==> src/pkg/dtrd_pkg.sv <==
// Shared constants of the serial video link: timing, character codes, sync detect
package dtrd_pkg;

	// ---------------------------------------------------------------
	// Timing
	// ---------------------------------------------------------------
	localparam int SYS_CLK_NS = 4;
	localparam int BIT_TIME_NS = 16;
	localparam int CYC_PER_BIT = (BIT_TIME_NS + SYS_CLK_NS - 1) / SYS_CLK_NS;
	localparam int BITS_PER_CHAR = 10;
	localparam int CYC_PER_PIX = CYC_PER_BIT * BITS_PER_CHAR;
	localparam int OVERSAMPLE = 4;
	localparam int BLANK_MIN_PIX = 128;
	localparam int IDLE_PIX = 1000000;
	localparam int ACQ_PIX = 1600;

	// ---------------------------------------------------------------
	// Control characters, indexed by {c1, c0}
	// ---------------------------------------------------------------
	localparam logic [9:0] TOK_00 = 10'h354;
	localparam logic [9:0] TOK_01 = 10'h0AB;
	localparam logic [9:0] TOK_10 = 10'h154;
	localparam logic [9:0] TOK_11 = 10'h2AB;

endpackage

==> src/pkg/dtrd_link_if.sv <==
// Serial link between the transmitter end and the receiver end
`timescale 1ns/100ps
`default_nettype none
interface dtrd_link_if;
	logic input_reference_clock;
	logic red_lane_input;
	logic green_lane_input;
	logic blue_lane_input;

	modport tx (
		output input_reference_clock,
		output red_lane_input,
		output green_lane_input,
		output blue_lane_input
	);

	modport rx (
		input input_reference_clock,
		input red_lane_input,
		input green_lane_input,
		input blue_lane_input
	);
endinterface
`default_nettype wire

==> src/verilog/dtrd_rx_end.sv <==
// Receiving end: oversampled lane alignment, character decode, sync detect
`timescale 1ns/100ps
`default_nettype none
module dtrd_rx_end #(
	parameter int IDLE_PIX = dtrd_pkg::IDLE_PIX, // Idle pixels before link loss
	parameter int ACQ_PIX = dtrd_pkg::ACQ_PIX // Window for two DE changes
) (
	input wire logic i_clk_sys, // System clock
	input wire logic i_rst_n, // Async reset, active low
	input wire logic i_dual_pixel, // 1: two pixels per output clock
	dtrd_link_if.rx link, // Serial link
	output logic o_output_pixel_clock, // Output pixel clock
	output logic [23:0] o_even_pixel_bus, // Even (or only) pixel
	output logic [23:0] o_odd_pixel_bus, // Odd pixel in dual mode
	output logic o_de, // Active display
	output logic o_hsync, // Horizontal sync
	output logic o_vsync, // Vertical sync
	output logic [3:1] o_user_control_bits, // User control bits 3..1
	output logic o_sync_detect_flag // Link active
);
	logic [2:0] lane_raw;
	logic [2:0] lane_m;
	logic [2:0] lane_s;
	logic [2:0] lane_prev;
	logic ref_m;
	logic [1:0] ref_s;
	logic pix_stb;
	logic [1:0] ph [3];
	logic [1:0] edge_ph [3];
	logic [9:0] sr [3];
	logic [3:0] bit_cnt [3];
	logic [2:0] locked;
	logic [9:0] chr [3];
	logic [9:0] sr_next [3];
	logic [2:0] sample_now;
	logic de_now;
	logic de_prev;
	logic de_edge;
	logic sd_fall;
	logic [19:0] idle_cnt;
	logic [10:0] win_cnt;
	logic win_open;
	logic dual_slot;
	logic [23:0] even_hold;
	logic dual_m;
	logic dual_s;
	logic [1:0] pair0;
	logic [1:0] pair1;
	logic [1:0] pair2;

	// A character with many transitions marks blanking and a boundary
	function automatic logic is_token(input logic [9:0] c);
		return c == dtrd_pkg::TOK_00 || c == dtrd_pkg::TOK_01 ||
			c == dtrd_pkg::TOK_10 || c == dtrd_pkg::TOK_11;
	endfunction

	// Control character back to its bit pair {c1, c0}
	function automatic logic [1:0] token_bits(input logic [9:0] c);
		logic [1:0] b;
		b = 2'h0;
		if (c == dtrd_pkg::TOK_01) begin
			b = 2'h1;
		end else if (c == dtrd_pkg::TOK_10) begin
			b = 2'h2;
		end else if (c == dtrd_pkg::TOK_11) begin
			b = 2'h3;
		end
		return b;
	endfunction

	// Undo the inversion and the xor or xnor chain
	function automatic logic [7:0] decode(input logic [9:0] c);
		logic [7:0] d;
		logic [7:0] o;
		d = c[9] ? ~c[7:0] : c[7:0];
		o[0] = d[0];
		for (int i = 1; i < 8; i++) begin
			o[i] = c[8] ? (d[i] ^ d[i-1]) : ~(d[i] ^ d[i-1]);
		end
		return o;
	endfunction

	// ---------------------------------------------------------------
	// Input synchronisers
	// ---------------------------------------------------------------
	assign lane_raw = {link.red_lane_input, link.green_lane_input, link.blue_lane_input};

	// Lanes, reference clock and mode pin come from another domain: two flops first
	always_ff @(posedge i_clk_sys or negedge i_rst_n) begin
		if (!i_rst_n) begin
			lane_m <= 3'h0;
			lane_s <= 3'h0;
			lane_prev <= 3'h0;
			ref_m <= 1'b0;
			ref_s <= 2'h0;
			dual_m <= 1'b0;
			dual_s <= 1'b0;
		end else begin
			lane_m <= lane_raw;
			lane_s <= lane_m;
			lane_prev <= lane_s;
			ref_m <= link.input_reference_clock;
			ref_s <= {ref_s[0], ref_m};
			dual_m <= i_dual_pixel;
			dual_s <= dual_m;
		end
	end

	// Rising reference edge marks each pixel period
	assign pix_stb = ref_s[0] && !ref_s[1];

	// ---------------------------------------------------------------
	// Per-lane bit and character alignment
	// ---------------------------------------------------------------
	// Four system cycles per bit give four sampling phases per lane
	always_comb begin
		for (int l = 0; l < 3; l++) begin
			sample_now[l] = (ph[l] == 2'(edge_ph[l] + 2'(dtrd_pkg::OVERSAMPLE / 2)));
			sr_next[l] = {lane_s[l], sr[l][9:1]};
		end
	end

	// Phase counters, edge phase capture and the deserializers
	always_ff @(posedge i_clk_sys or negedge i_rst_n) begin
		if (!i_rst_n) begin
			locked <= 3'h0;
			for (int l = 0; l < 3; l++) begin
				ph[l] <= 2'h0;
				edge_ph[l] <= 2'h0;
				sr[l] <= 10'h000;
				bit_cnt[l] <= 4'h0;
				chr[l] <= dtrd_pkg::TOK_00;
			end
		end else begin
			// Loss clears the locks; a token found in the same cycle still wins
			if (sd_fall) begin
				locked <= 3'h0;
			end
			for (int l = 0; l < 3; l++) begin
				ph[l] <= 2'(ph[l] + 2'h1);
				// Sample midway between edges; frozen once locked
				if (!locked[l] && lane_s[l] != lane_prev[l]) begin
					edge_ph[l] <= ph[l];
				end
				if (sample_now[l]) begin
					sr[l] <= sr_next[l];
					if (!locked[l] && is_token(sr_next[l])) begin
						// Boundary found on a blanking character
						locked[l] <= 1'b1;
						bit_cnt[l] <= 4'h0;
						chr[l] <= sr_next[l];
					end else if (locked[l] && bit_cnt[l] == 4'(dtrd_pkg::BITS_PER_CHAR - 1)) begin
						// An unaligned lane hands over only the token it locks on, so no false DE
						bit_cnt[l] <= 4'h0;
						chr[l] <= sr_next[l];
					end else begin
						bit_cnt[l] <= 4'(bit_cnt[l] + 4'h1);
					end
				end
			end
		end
	end

	// ---------------------------------------------------------------
	// Character classification and output stage
	// ---------------------------------------------------------------
	// Active display only when no lane carries a control character
	assign de_now = !(is_token(chr[0]) || is_token(chr[1]) || is_token(chr[2]));
	assign de_edge = pix_stb && (de_now != de_prev);

	// Control pairs {c1, c0} of each lane
	assign pair0 = token_bits(chr[0]);
	assign pair1 = token_bits(chr[1]);
	assign pair2 = token_bits(chr[2]);

	// Data and control outputs change on the pixel strobe only
	always_ff @(posedge i_clk_sys or negedge i_rst_n) begin
		if (!i_rst_n) begin
			de_prev <= 1'b0;
			o_de <= 1'b0;
			o_hsync <= 1'b0;
			o_vsync <= 1'b0;
			o_user_control_bits <= 3'h0;
			o_even_pixel_bus <= 24'h000000;
			o_odd_pixel_bus <= 24'h000000;
			even_hold <= 24'h000000;
			dual_slot <= 1'b0;
		end else if (pix_stb) begin
			de_prev <= de_now;
			o_de <= de_now;
			if (de_now) begin
				// Pixels; syncs and controls keep their blanking values
				if (dual_s && !dual_slot) begin
					even_hold <= {decode(chr[2]), decode(chr[1]), decode(chr[0])};
				end else if (dual_s) begin
					o_even_pixel_bus <= even_hold;
					o_odd_pixel_bus <= {decode(chr[2]), decode(chr[1]), decode(chr[0])};
				end else begin
					o_even_pixel_bus <= {decode(chr[2]), decode(chr[1]), decode(chr[0])};
				end
			end else begin
				// Control pairs; the lane one low bit is thrown away
				o_hsync <= pair0[0];
				o_vsync <= pair0[1];
				o_user_control_bits[3:2] <= pair2;
				o_user_control_bits[1] <= pair1[1];
			end
			dual_slot <= dual_s ? !dual_slot : 1'b0;
		end
	end

	// Clock follows the reference, or toggles per pixel in dual mode
	always_ff @(posedge i_clk_sys or negedge i_rst_n) begin
		if (!i_rst_n) begin
			o_output_pixel_clock <= 1'b0;
		end else if (dual_s) begin
			if (pix_stb) begin
				o_output_pixel_clock <= !dual_slot;
			end
		end else begin
			o_output_pixel_clock <= ref_s[1];
		end
	end

	// ---------------------------------------------------------------
	// Sync detect
	// ---------------------------------------------------------------
	assign sd_fall = pix_stb && o_sync_detect_flag && !de_edge &&
		(idle_cnt == 20'(IDLE_PIX - 1));

	// Counts are in pixel periods, so a stopped reference freezes them
	always_ff @(posedge i_clk_sys or negedge i_rst_n) begin
		if (!i_rst_n) begin
			o_sync_detect_flag <= 1'b0;
			idle_cnt <= 20'h00000;
			win_cnt <= 11'h000;
			win_open <= 1'b0;
		end else if (pix_stb) begin
			if (de_edge) begin
				idle_cnt <= 20'h00000;
			end else if (idle_cnt != 20'(IDLE_PIX - 1)) begin
				idle_cnt <= 20'(idle_cnt + 20'h00001);
			end
			if (sd_fall) begin
				o_sync_detect_flag <= 1'b0;
				win_open <= 1'b0;
			end else if (!o_sync_detect_flag) begin
				if (de_edge && win_open) begin
					o_sync_detect_flag <= 1'b1;
					win_open <= 1'b0;
				end else if (de_edge) begin
					win_open <= 1'b1;
					win_cnt <= 11'h000;
				end else if (win_open && win_cnt == 11'(ACQ_PIX - 1)) begin
					win_open <= 1'b0;
				end else if (win_open) begin
					win_cnt <= 11'(win_cnt + 11'h001);
				end
			end
		end
	end
endmodule
`default_nettype wire

==> src/flat_wrapper.sv <==
// flat-port wrapper written by rule: the top's interface ports become plain ports
module dtrd_rx_end_flat 
#(
	parameter int IDLE_PIX = dtrd_pkg::IDLE_PIX,                                
	parameter int ACQ_PIX = dtrd_pkg::ACQ_PIX                             
)
  (i_clk_sys, i_rst_n, i_dual_pixel, o_output_pixel_clock, o_even_pixel_bus, o_odd_pixel_bus, o_de, o_hsync, o_vsync, o_user_control_bits, o_sync_detect_flag, link_input_reference_clock, link_red_lane_input, link_green_lane_input, link_blue_lane_input);
  dtrd_link_if link_i ();
  input wire logic i_clk_sys;
  input wire logic i_rst_n;
  input wire logic i_dual_pixel;
  output logic o_output_pixel_clock;
  output logic [23:0] o_even_pixel_bus;
  output logic [23:0] o_odd_pixel_bus;
  output logic o_de;
  output logic o_hsync;
  output logic o_vsync;
  output logic [3:1] o_user_control_bits;
  output logic o_sync_detect_flag;
  input wire logic [$bits(link_i.input_reference_clock)-1:0] link_input_reference_clock;
  input wire logic [$bits(link_i.red_lane_input)-1:0] link_red_lane_input;
  input wire logic [$bits(link_i.green_lane_input)-1:0] link_green_lane_input;
  input wire logic [$bits(link_i.blue_lane_input)-1:0] link_blue_lane_input;
  assign link_i.input_reference_clock = link_input_reference_clock;
  assign link_i.red_lane_input = link_red_lane_input;
  assign link_i.green_lane_input = link_green_lane_input;
  assign link_i.blue_lane_input = link_blue_lane_input;
  dtrd_rx_end #(.IDLE_PIX(IDLE_PIX), .ACQ_PIX(ACQ_PIX)) u_core (.i_clk_sys(i_clk_sys), .i_rst_n(i_rst_n), .i_dual_pixel(i_dual_pixel), .link(link_i), .o_output_pixel_clock(o_output_pixel_clock), .o_even_pixel_bus(o_even_pixel_bus), .o_odd_pixel_bus(o_odd_pixel_bus), .o_de(o_de), .o_hsync(o_hsync), .o_vsync(o_vsync), .o_user_control_bits(o_user_control_bits), .o_sync_detect_flag(o_sync_detect_flag));
endmodule
==> config.mk <==
export PLATFORM = sky130hd
export DESIGN_NAME = dtrd_rx_end_flat
export DESIGN_NICKNAME = d
export VERILOG_FILES = /design/src/pkg/dtrd_pkg.sv /design/src/pkg/dtrd_link_if.sv /design/src/verilog/dtrd_rx_end.sv /design/src/flat_wrapper.sv
export SDC_FILE = /design/constraint.sdc
export NUM_CORES = 1
export LEC_CHECK = 0
export BUFFER_PORTS_ARGS = -buffer_cell sky130_fd_sc_hd__buf_2
export CAP_MARGIN = 10
export CORE_UTILIZATION = 35
export DETAILED_ROUTE_END_ITERATION = 8
export GPL_TIMING_DRIVEN = 0
export PLACE_DENSITY = 0.53
export SLEW_MARGIN = 5
export SYNTH_ARGS = -nofsm -noshare
export SYNTH_HDL_FRONTEND = slang
export SYNTH_SLANG_ARGS = --single-unit
==> constraint.sdc <==
create_clock -name i_clk_sys -period 7.9 [get_ports i_clk_sys]
set_input_delay 0.395 -clock i_clk_sys [delete_from_list [all_inputs] [get_ports i_clk_sys]]
set_output_delay 0.395 -clock i_clk_sys [all_outputs]
set_load 0.005 [all_outputs]
# == Word level (Yosys, flattened, before mapping) ==
# Index checks and enable logic that the tools add are counted.
# word_totals
output_inout_bits,56
ff_bits,214
wordCells,266
input_bits,7
# op_classes
bitwise,50
n_addsub,11
muxes,69
n_eq_ne,40
reduce_logical,60
# ops
op,n
$eq A10 B10 Y1 const B,12
$eq A10 B8 Y1 const B,6
$eq A10 B9 Y1 const B,6
$mux W10,6
$mux W20,2
$mux W1,38
$mux W11,3
$not A1 Y1,26
$mux W24,1
$mux W4,6
$mux W8,3
$not A8 Y8,3
$xor A1 B1 Y1,21
$add A20 B1 Y20 const B,1
$eq A20 B20 Y1 const B,1
$logic_or A1 B1 Y1,20
$ne A20 B20 Y1 const B,1
$mux W2,9
$logic_and A1 B1 Y1,17
$add A4 B1 Y4 const B,3
$eq A4 B4 Y1 const B,3
$add A11 B1 Y11 const B,1
$eq A11 B11 Y1 const B,1
$reduce_and A2 Y1,5
other kinds (13),35

# == Logic depth before layout (Yosys ltp) ==
# Gate-level depths: netlist of run 1.
# depth
word_depth,15
ltp_mapped,17

# == Worst setup path before layout of run 1 ==
# OpenSTA, ideal clock, no wires.
# synth_path
path_type,reg2reg
from,register u_core.chr[28] (netlist bit)
to,register u_core.win_cnt[9]
slack_ns,4.228
path_buffers,3
path_stages_with_launch,15
t_arrival_ns,3.595
t_required_ns,7.823
setup_time_ns,0.077
path_cell_list,dfstp_2 > buf_6 > and4bb_1 > and3_4 > or2_4 > nor4_1 > nor2_2 > inv_2 > buf_2 > buf_2 > ha_1 > nor3_1 > or3b_4 > or4b_1 > a21oi_1
# synth_via
elab_chain_len,14
elab_cells_between_ends,22
cone_classes,eq/ne: 6; mux: 1; bitwise: 2; reduce/logical: 13
# synth_lines
item,line_no,source
start: declaration,dtrd_rx_end.sv:33,logic [9:0] chr [3];
start signal: indexed assignment,dtrd_rx_end.sv:132,chr[l] <= dtrd_pkg::TOK_00;
start signal: indexed assignment,dtrd_rx_end.sv:151,chr[l] <= sr_next[l];
start signal: indexed assignment,dtrd_rx_end.sv:155,chr[l] <= sr_next[l];
$eq A10 B10 Y1 / $eq A10 B8 Y1 (equally long branches),dtrd_rx_end.sv:53,return c == dtrd_pkg::TOK_00 || c == dtrd_pkg::TOK_01 ||
$logic_or A1 B1 Y1 (2 in a row),dtrd_rx_end.sv:53,
$logic_or A1 B1 Y1 *,dtrd_rx_end.sv:54,c == dtrd_pkg::TOK_10 || c == dtrd_pkg::TOK_11;
$logic_or A1 B1 Y1 * (2 in a row),dtrd_rx_end.sv:168,assign de_now = !(is_token(chr[0]) || is_token(chr[1]) || is_token(chr[2]));
$logic_not A1 Y1 *,dtrd_rx_end.sv:168,
$ne A1 B1 Y1 *,dtrd_rx_end.sv:169,assign de_edge = pix_stb && (de_now != de_prev);
$logic_and A1 B1 Y1 *,dtrd_rx_end.sv:169,
$logic_not A1 Y1,dtrd_rx_end.sv:228,assign sd_fall = pix_stb && o_sync_detect_flag && !de_edge &&
$logic_and A1 B1 Y1 (2 in a row),dtrd_rx_end.sv:228,
$not A1 Y1 (no line),n/a,
$reduce_and A6 Y1 (no line),n/a,
end signal: assignment,dtrd_rx_end.sv:257,win_cnt <= 11'(win_cnt + 11'h001);
end: declaration,dtrd_rx_end.sv:41,logic [10:0] win_cnt;
# Every way passes the cells marked *; elsewhere a longest branch is shown, timed or not.
# A chain may end at the register's enable or synchronous reset.

# == Final worst setup path of run 1 ==
# layout_path
from,register u_core.chr[28] (netlist bit)
to,register u_core.win_cnt[2]
# Same word-level chain as after synthesis.

==> results of run 1 <==
registers in the layout (all words and copies together), names as in the netlist, 2 cells and up:
signal and count:
u_core.chr 30, u_core.sr 27, u_core.even_hold 24, u_core.o_even_pixel_bus 24
u_core.o_odd_pixel_bus 24, u_core.idle_cnt 20, u_core.bit_cnt 12, u_core.win_cnt 11
u_core.edge_ph 6, u_core.ph 6, u_core.lane_m 3, u_core.lane_prev 3
u_core.lane_s 3, u_core.locked 3, u_core.o_user_control_bits 3, u_core.ref_s 2
worst max path at each step:
stage,endpoint,slack [ns],depth (start not counted)
floorplan,u_core.win_cnt[9],4.23,14
global placement,u_core.o_even_pixel_bus[19],2.56,1
detailed placement,u_core.win_cnt[8],3.68,16
CTS,u_core.win_cnt[8],3.65,16
global route,u_core.win_cnt[8],3.33,16
finish,u_core.win_cnt[2],3.65,16
layout make-up:
cell class              count  area, µm²
inverters                  33        124
clock inverters             3       15.0
multi-input cells         689       4030
plain buffers              46        226
flip-flops and latches    211       5300
well taps                 341        427
repair buffers             69        408
fillers                  2729      15700
clock buffers              41        746
power by group through the flow:
stage / sequential (µW) / clock [µW] / combinational [µW]
floorplan: 1440 / 0 / 274
detailed placement: 1500 / 0 / 438
finish: 1470 / 1080 / 432
global placement: 1490 / 0 / 428
global route: 1510 / 1150 / 511
CTS: 1480 / 1110 / 442
through the flow:
stage | cells | worst slack (ns) | cell area (µm²) | utilization
after floorplan | 979 | 4.23 | 9680 | -
after global placement | 1382 | 2.56 | 10400 | 0.386
after detailed placement | 1383 | 3.68 | 10500 | 0.387
after CTS | 1433 | 3.65 | 11300 | 0.417
after global routing | 1433 | 3.33 | 11300 | 0.417
final | 1433 | 3.65 | 11300 | 0.417
cell families (layout without fill, tap and decap cells):
logic type / Yosys count / in the layout / synth area share
simple gates: 383 / 383 / 0.195
flops: 211 / 211 / 0.547
compound gates: 206 / 206 / 0.115
buf+inv: 79 / 192 / 0.0362
xor+xnor: 50 / 50 / 0.0452
fa+ha+maj: 26 / 26 / 0.0336
mux: 24 / 24 / 0.0278
layer usage:
layer,routed length [µm],part of all wire,track usage,vias up
met5,0,0,0,-
met4,537,0.024,0.0451,0
met3,725,0.032,0.0259,34
met2,10300,0.45,0.265,101
met1,11100,0.49,0.233,3490
li1,-,-,-,3525
worst reg2reg max path, cell delays in order, from the launching register on:
cell and delay [ns]:
dfstp_2 0.52, buf_6 0.12, and4bb_1 0.21, and3_4 0.20, or2_4 0.28, nor4_1 0.33
nor2_2 0.15, inv_2 0.16, buf_2 0.26, buf_2 0.30, ha_1 0.28, nor3_1 0.23
or3b_4 0.44, buf_6 0.15, clkbuf_1 0.21, o21ai_0 0.22, a21oi_1 0.08
placed cells by master (no fill, tap or decap), types with 4 or more instances in the layout:
cell	n
o21ai_1	17
dfstp_2	15
nor3_1	9
nand2_1	211
dfrtp_1	196
nor2_1	44
mux2_2	23
nand4b_1	7
clkbuf_1	44
buf_2	63
or3_1	10
xnor2_1	39
o21ai_0	105
dlygate4sd3_1	6
a21oi_1	54
nor4_1	5
clkbuf_16	25
xor2_1	11
inv_1	31
and2_1	9
o31ai_1	17
clkbuf_8	7
nor2b_1	6
ha_1	26
or4_1	13
nand2b_1	6
nand4_1	6
buf_6	4
nand3_1	21
and3_1	6
repair_timing:
action | in CTS | in global routing
endpoints found under the hold margin | 98 | 0
buffers inserted | 0 | 0
hold buffers | 6 | 0
==> flow_metrics.py, run 1 <==
metrics = {
    "critical_path": {
        "crit_buf_inv": 6,
        "slowest_delay_ns": 0.52,
        "crit_type": "register to register",
        "setup.worst_path.end_class": "register",
        "start_kind": "register",
        "crit_path_max_fanout": 11,
        "cp-startpoint": "u_core.chr[28]",
        "rr_startpoint": "u_core.chr[28]",
        "worstPathRequired_ns": 8.30,
        "reg2reg_to": "u_core.win_cnt[2]",
        "reg2reg_depth": 16,
        "cp_cell_sequence": "buf_6 -> and4bb_1 -> and3_4 -> or2_4 -> nor4_1 -> nor2_2 -> inv_2 -> buf_2 -> buf_2 -> ha_1 -> nor3_1 -> or3b_4 -> buf_6 -> clkbuf_1 -> o21ai_0 -> a21oi_1",
        "cp_top_family": "simple AND/OR/NAND/NOR gates",
        "crit_slowest_cell": "dfstp_2",
        "rrSetupSlack_ns": 3.65,
        "critPathArrivalTime_ns": 4.65,
    },
    "worst_hold_path": {
        "min_path_type": "register to register",
        "hold_depth": 0,
        "min-delay-start": "u_core.lane_m[1]",
        "hold_end": "u_core.lane_s[1]",
    },
    "synth": {
        "syn_area_per_cell_um2": 9.89,
        "ys_top_cells_by_count": "nand2_1 (211), dfrtp_1 (196), o21ai_0 (105)",
        "synth_area_leaders": "dfrtp_1 (51%), nand2_1 (8.2%), o21ai_0 (5.4%), dfstp_2 (4.1%), xnor2_1 (3.5%)",
        "netlist_area_mm2": 0.00968,
        "synth.distinct_cells": 59,
        "synth_most_common_cell": "nand2_1",
        "synth_edf_count": 0,
        "seq_area_frac_synth": 0.547,
        "syn_inst": 979,
        "ys_ff_latch": 211,
        "yosys.area.top_type": "dfrtp_1",
        "synth_top_area_share": 0.507,
        "syn_nets": 1012,
        "yosys_warnings": 0,
        "synthArstFlopShare": 1.00,
        "synth_top_flop_cell": "dfrtp_1",
    },
    "floorplan": {
        "die_h_um": 168,
        "coreArea_mm2": 0.0270,
        "die_area_mm2": 0.0283,
        "pin_count": 63,
        "fp.dieW_um": 168,
        "floorplan.initialDensity": 0.358,
        "rows": 60,
    },
    "global_routing": {
        "grt_usage": 0.166,
        "overflow": 0,
        "grt_pass1_vias": 6966,
        "grt_max_degree": 112,
        "grt_pass1_wl_um": 37600,
        "antenna_found_initial": 0,
    },
    "sta": {
        "worst_slew_pin_slew_ns": 0.782,
        "rsz0062_at_grt": "no",
        "setup-violations-final": 0,
        "whs_ns": 0.347,
        "drv_slew": 0,
        "fin_setup_tns_ns": 0,
        "fin_skew_ns": 0.0101,
        "max_freq_mhz": 235,
        "period_share": 0.538,
        "min_period_ns": 4.25,
        "hold_viol": 0,
        "max_slew_margin": 0.478,
    },
    "clocking": {
        "cts_buffers": 24,
        "clockRootBuffer": "clkbuf_16",
        "cts_num_sinks": 211,
        "cts_tree": "built",
        "clk_pin_slew_worst_paths_ns": 0.06,
        "ctsResizeCount": 0,
        "clock_latency_ns": 0.52,
        "clk_path_buf_depth": 3,
        "htree_levels": 1,
    },
    "final_layout": {
        "nets": 1107,
        "num_antenna_cells": 0,
        "drive_gt1_frac": 0.156,
        "area_growth_pct": 16.5,
    },
    "drt": {
        "postRouteAntennaNets": 0,
        "routedWlPerCell_um": 15.8,
        "post-route-drc-count": 0,
        "routed_via_density": 4.99,
        "wirelength_um": 22700,
        "drtIter0Drc": 449,
        "first_pass_iters": 5,
        "via_count": 7150,
    },
    "power_and_ir_drop": {
        "vdd_ir_drop_max_mv": 0.162,
        "p_switching_uw": 860,
        "intPower_uw": 2120,
        "swShare": 0.288,
        "clockPowerShare": 0.361,
        "p_leak_uw": 0.00512,
        "p_per_area_mw_per_mm2": 265,
        "power_frac_seq": 0.494,
        "power_frac_comb": 0.145,
        "total_power_uw": 2980,
    },
    "place": {
        "gp_congestion": 0.804,
        "portBuffers": 62,
        "dp_hpwl_um": 15700,
    },
    "run": {
        "max_cap_violations": 0,
    },
    "run_status": {
        "status": "finished, final reports clean",
    },
}
No activity file was read; power rests on OpenSTA's default activity.
==> inputs of run 2 (changes only) <==
ABC_AREA = 1   (was not set)
PLACE_DENSITY = 0.55   (was 0.53)
clock period = 3.7 ns   (was 7.9 ns; I/O delays follow)
==> run 2 against run 1 <==
  * Non-clock buffer count grew 3
  * Count of clock-buffer cells in the layout shrank 8
  * Wire length shrank 0.89%
  * Combinational power grew 100%
  * Clock skew grew 0.011 ns
  * Global-route usage shrank 1.2 points
  * Critical endpoint unchanged
==> flow_metrics.py, run 2 <==
metrics = {
    "synth": {
        "netlist_area_mm2": 0.0102,
        "syn_area_per_cell_um2": 8.57,
        "synth_top_area_share": 0.482,
        "yosys.area.top_type": "dfrtp_1",
        "synth_top_flop_cell": "dfrtp_1",
        "syn_inst": 1189,
        "yosys_warnings": 0,
        "ys_top_cells_by_count": "nand2_1 (366), dfrtp_1 (196), inv_1 (120)",
        "synth_edf_count": 0,
        "synth_area_leaders": "dfrtp_1 (48%), nand2_1 (13%), o21ai_0 (5.6%), xor2_1 (4.7%), inv_1 (4.4%)",
        "seq_area_frac_synth": 0.520,
        "synth_most_common_cell": "nand2_1",
        "synth.distinct_cells": 38,
        "synthArstFlopShare": 1.00,
        "ys_ff_latch": 211,
        "syn_nets": 1222,
    },
    "floorplan": {
        "die_area_mm2": 0.0298,
        "coreArea_mm2": 0.0287,
        "die_h_um": 173,
        "fp.dieW_um": 173,
        "floorplan.initialDensity": 0.355,
        "rows": 62,
        "pin_count": 63,
    },
    "sta": {
        "max_slew_margin": 0.637,
        "worst_slew_pin_slew_ns": 0.545,
        "whs_ns": 0.171,
        "fin_setup_tns_ns": 0,
        "fin_skew_ns": 0.0210,
        "hold_viol": 0,
        "max_freq_mhz": 360,
        "drv_slew": 0,
        "setup-violations-final": 0,
        "period_share": 0.751,
        "min_period_ns": 2.78,
        "rsz0062_at_grt": "no",
    },
    "power_and_ir_drop": {
        "p_per_area_mw_per_mm2": 536,
        "total_power_uw": 6390,
        "p_leak_uw": 0.00601,
        "vdd_ir_drop_max_mv": 0.364,
    },
    "clocking": {
        "clockRootBuffer": "clkbuf_16",
        "cts_num_sinks": 211,
        "clk_path_buf_depth": 3,
        "clk_pin_slew_worst_paths_ns": 0.06,
        "clock_latency_ns": 0.53,
        "htree_levels": 1,
        "cts_buffers": 24,
        "post-cts-setup-buffers": 0,
        "cts_tree": "built",
    },
    "global_routing": {
        "grt_pass1_wl_um": 38300,
        "grt_usage": 0.154,
        "grt_pass1_vias": 7598,
        "overflow": 0,
        "antenna_found_initial": 0,
        "grt_max_degree": 91,
    },
    "critical_path": {
        "crit_path_max_fanout": 10,
        "crit_type": "register to register",
        "worstPathRequired_ns": 4.15,
        "setup.worst_path.end_class": "register",
        "critPathArrivalTime_ns": 3.23,
        "start_kind": "register",
    },
    "worst_hold_path": {
        "min_path_type": "input port to asynchronous set/reset pin",
    },
    "drt": {
        "postRouteAntennaNets": 0,
        "via_count": 7813,
        "routedWlPerCell_um": 13.3,
        "wirelength_um": 22500,
        "post-route-drc-count": 0,
        "first_pass_iters": 5,
        "routed_via_density": 4.64,
        "drtIter0Drc": 474,
    },
    "place": {
        "portBuffers": 62,
        "dp_cells": 1637,
        "gp_congestion": 0.869,
        "dp_hpwl_um": 16100,
    },
    "final_layout": {
        "top_register": "u_core.chr",
        "final_cell_mix": "nand2_1 (366), dfrtp_1 (196), inv_1 (120)",
        "stdcell_count": 1685,
        "drive_gt1_frac": 0.131,
        "layout_commonest_cell": "nand2_1",
        "reg.largest.list": "u_core.chr (30), u_core.sr (27)",
        "nets": 1318,
        "largest_register_ffs": 30,
        "area_growth_pct": 17.2,
        "num_antenna_cells": 0,
        "final_core_util": 0.416,
    },
    "run": {
        "max_cap_violations": 0,
    },
    "run_status": {
        "status": "finished, final reports clean",
    },
}
run 2: cell types whose count changed after synthesis, moves of 20 or more:
cell     change
nand2_1    +155
inv_1       +89
a21oi_1     -45
xor2_1      +44
nand4_1     +37
nand3_1     +34
xnor2_1     -21
mux2_2      -20
run 2: worst max-delay path: stages (launching register included):
cell and delay, ns:
dfstp_2 0.56, inv_1 0.05, ha_1 0.18, nand2_1 0.06
nor2_1 0.05, nand2_1 0.13, nand2_1 0.07, nor2_1 0.18
nand2_4 0.10, nand2_4 0.09, nand3_4 0.11, inv_2 0.13
ha_1 0.24, nor3_2 0.25, buf_2 0.27, nand4_1 0.11
nand2_1 0.09
run 2: final cells by class:
| class | instances | area (µm²) |
|---|---|---|
| Clock buffer | 33 | 694 |
| Timing Repair Buffer | 70 | 435 |
| Clock inverter | 9 | 141 |
| Fill cell | 2891 | 16800 |
| Tap cell | 384 | 480 |
| Inverter | 128 | 480 |
| Sequential cell | 211 | 5300 |
| Multi-Input combinational cell | 802 | 4120 |
| Buffer | 48 | 283 |
run 2: cells by family after synthesis:
logic type,Yosys count,synth area share
simple gates,548,0.231
fa+ha+maj,26,0.0319
buf+inv,176,0.0749
compound gates,152,0.0758
xor+xnor,73,0.0628
flops,211,0.520
mux,3,0.00332
run 2: path summary, 6_finish.rpt:
check / slack [ns] / depth (start not counted) / start / end
setup / recovery: 0.92 / 16 / u_core.chr[2] / u_core.win_cnt[2]
hold / removal: 0.17 / 2 / i_rst_n / u_core.idle_cnt[10]
setup reg to reg: 0.92 / 16 / u_core.chr[2] / u_core.win_cnt[2]
hold reg to reg: 0.34 / 0 / u_core.lane_m[0] / u_core.lane_s[0]
max in group asynchronous: 2.76 / 3 / i_rst_n / u_core.o_de
min in group i_clk_sys: 0.30 / 2 / link_green_lane_input / u_core.lane_m[1]
run 2: what timing repair did:
item	4_1_cts	5_1_grt
gates resized for setup	0	0
hold buffers	6	0
hold endpoints to repair	61	0
endpoints found under the setup margin	0	0
run 2: per-stage QoR:
stage | cell area, µm² | worst slack (ns)
finish | 11900 | 0.921
global route | 11900 | 0.603
CTS | 11900 | 0.893
detailed placement | 11000 | 0.944
global placement | 11000 | -1.29
floorplan | 10200 | 1.29
run 2: report_power, final:
group,internal [µW],switching (µW),total [µW]
Clock,1520,952,2470
Combinational,369,500,869
Sequential,2720,327,3050
run 2: per-layer routing:
layer	vias up	share of wire	GRT usage
met4	0	0.019	0.0435
met2	113	0.44	0.240
met3	31	0.033	0.0191
met5	-	0	0
met1	3676	0.50	0.223
li1	3993	-	-
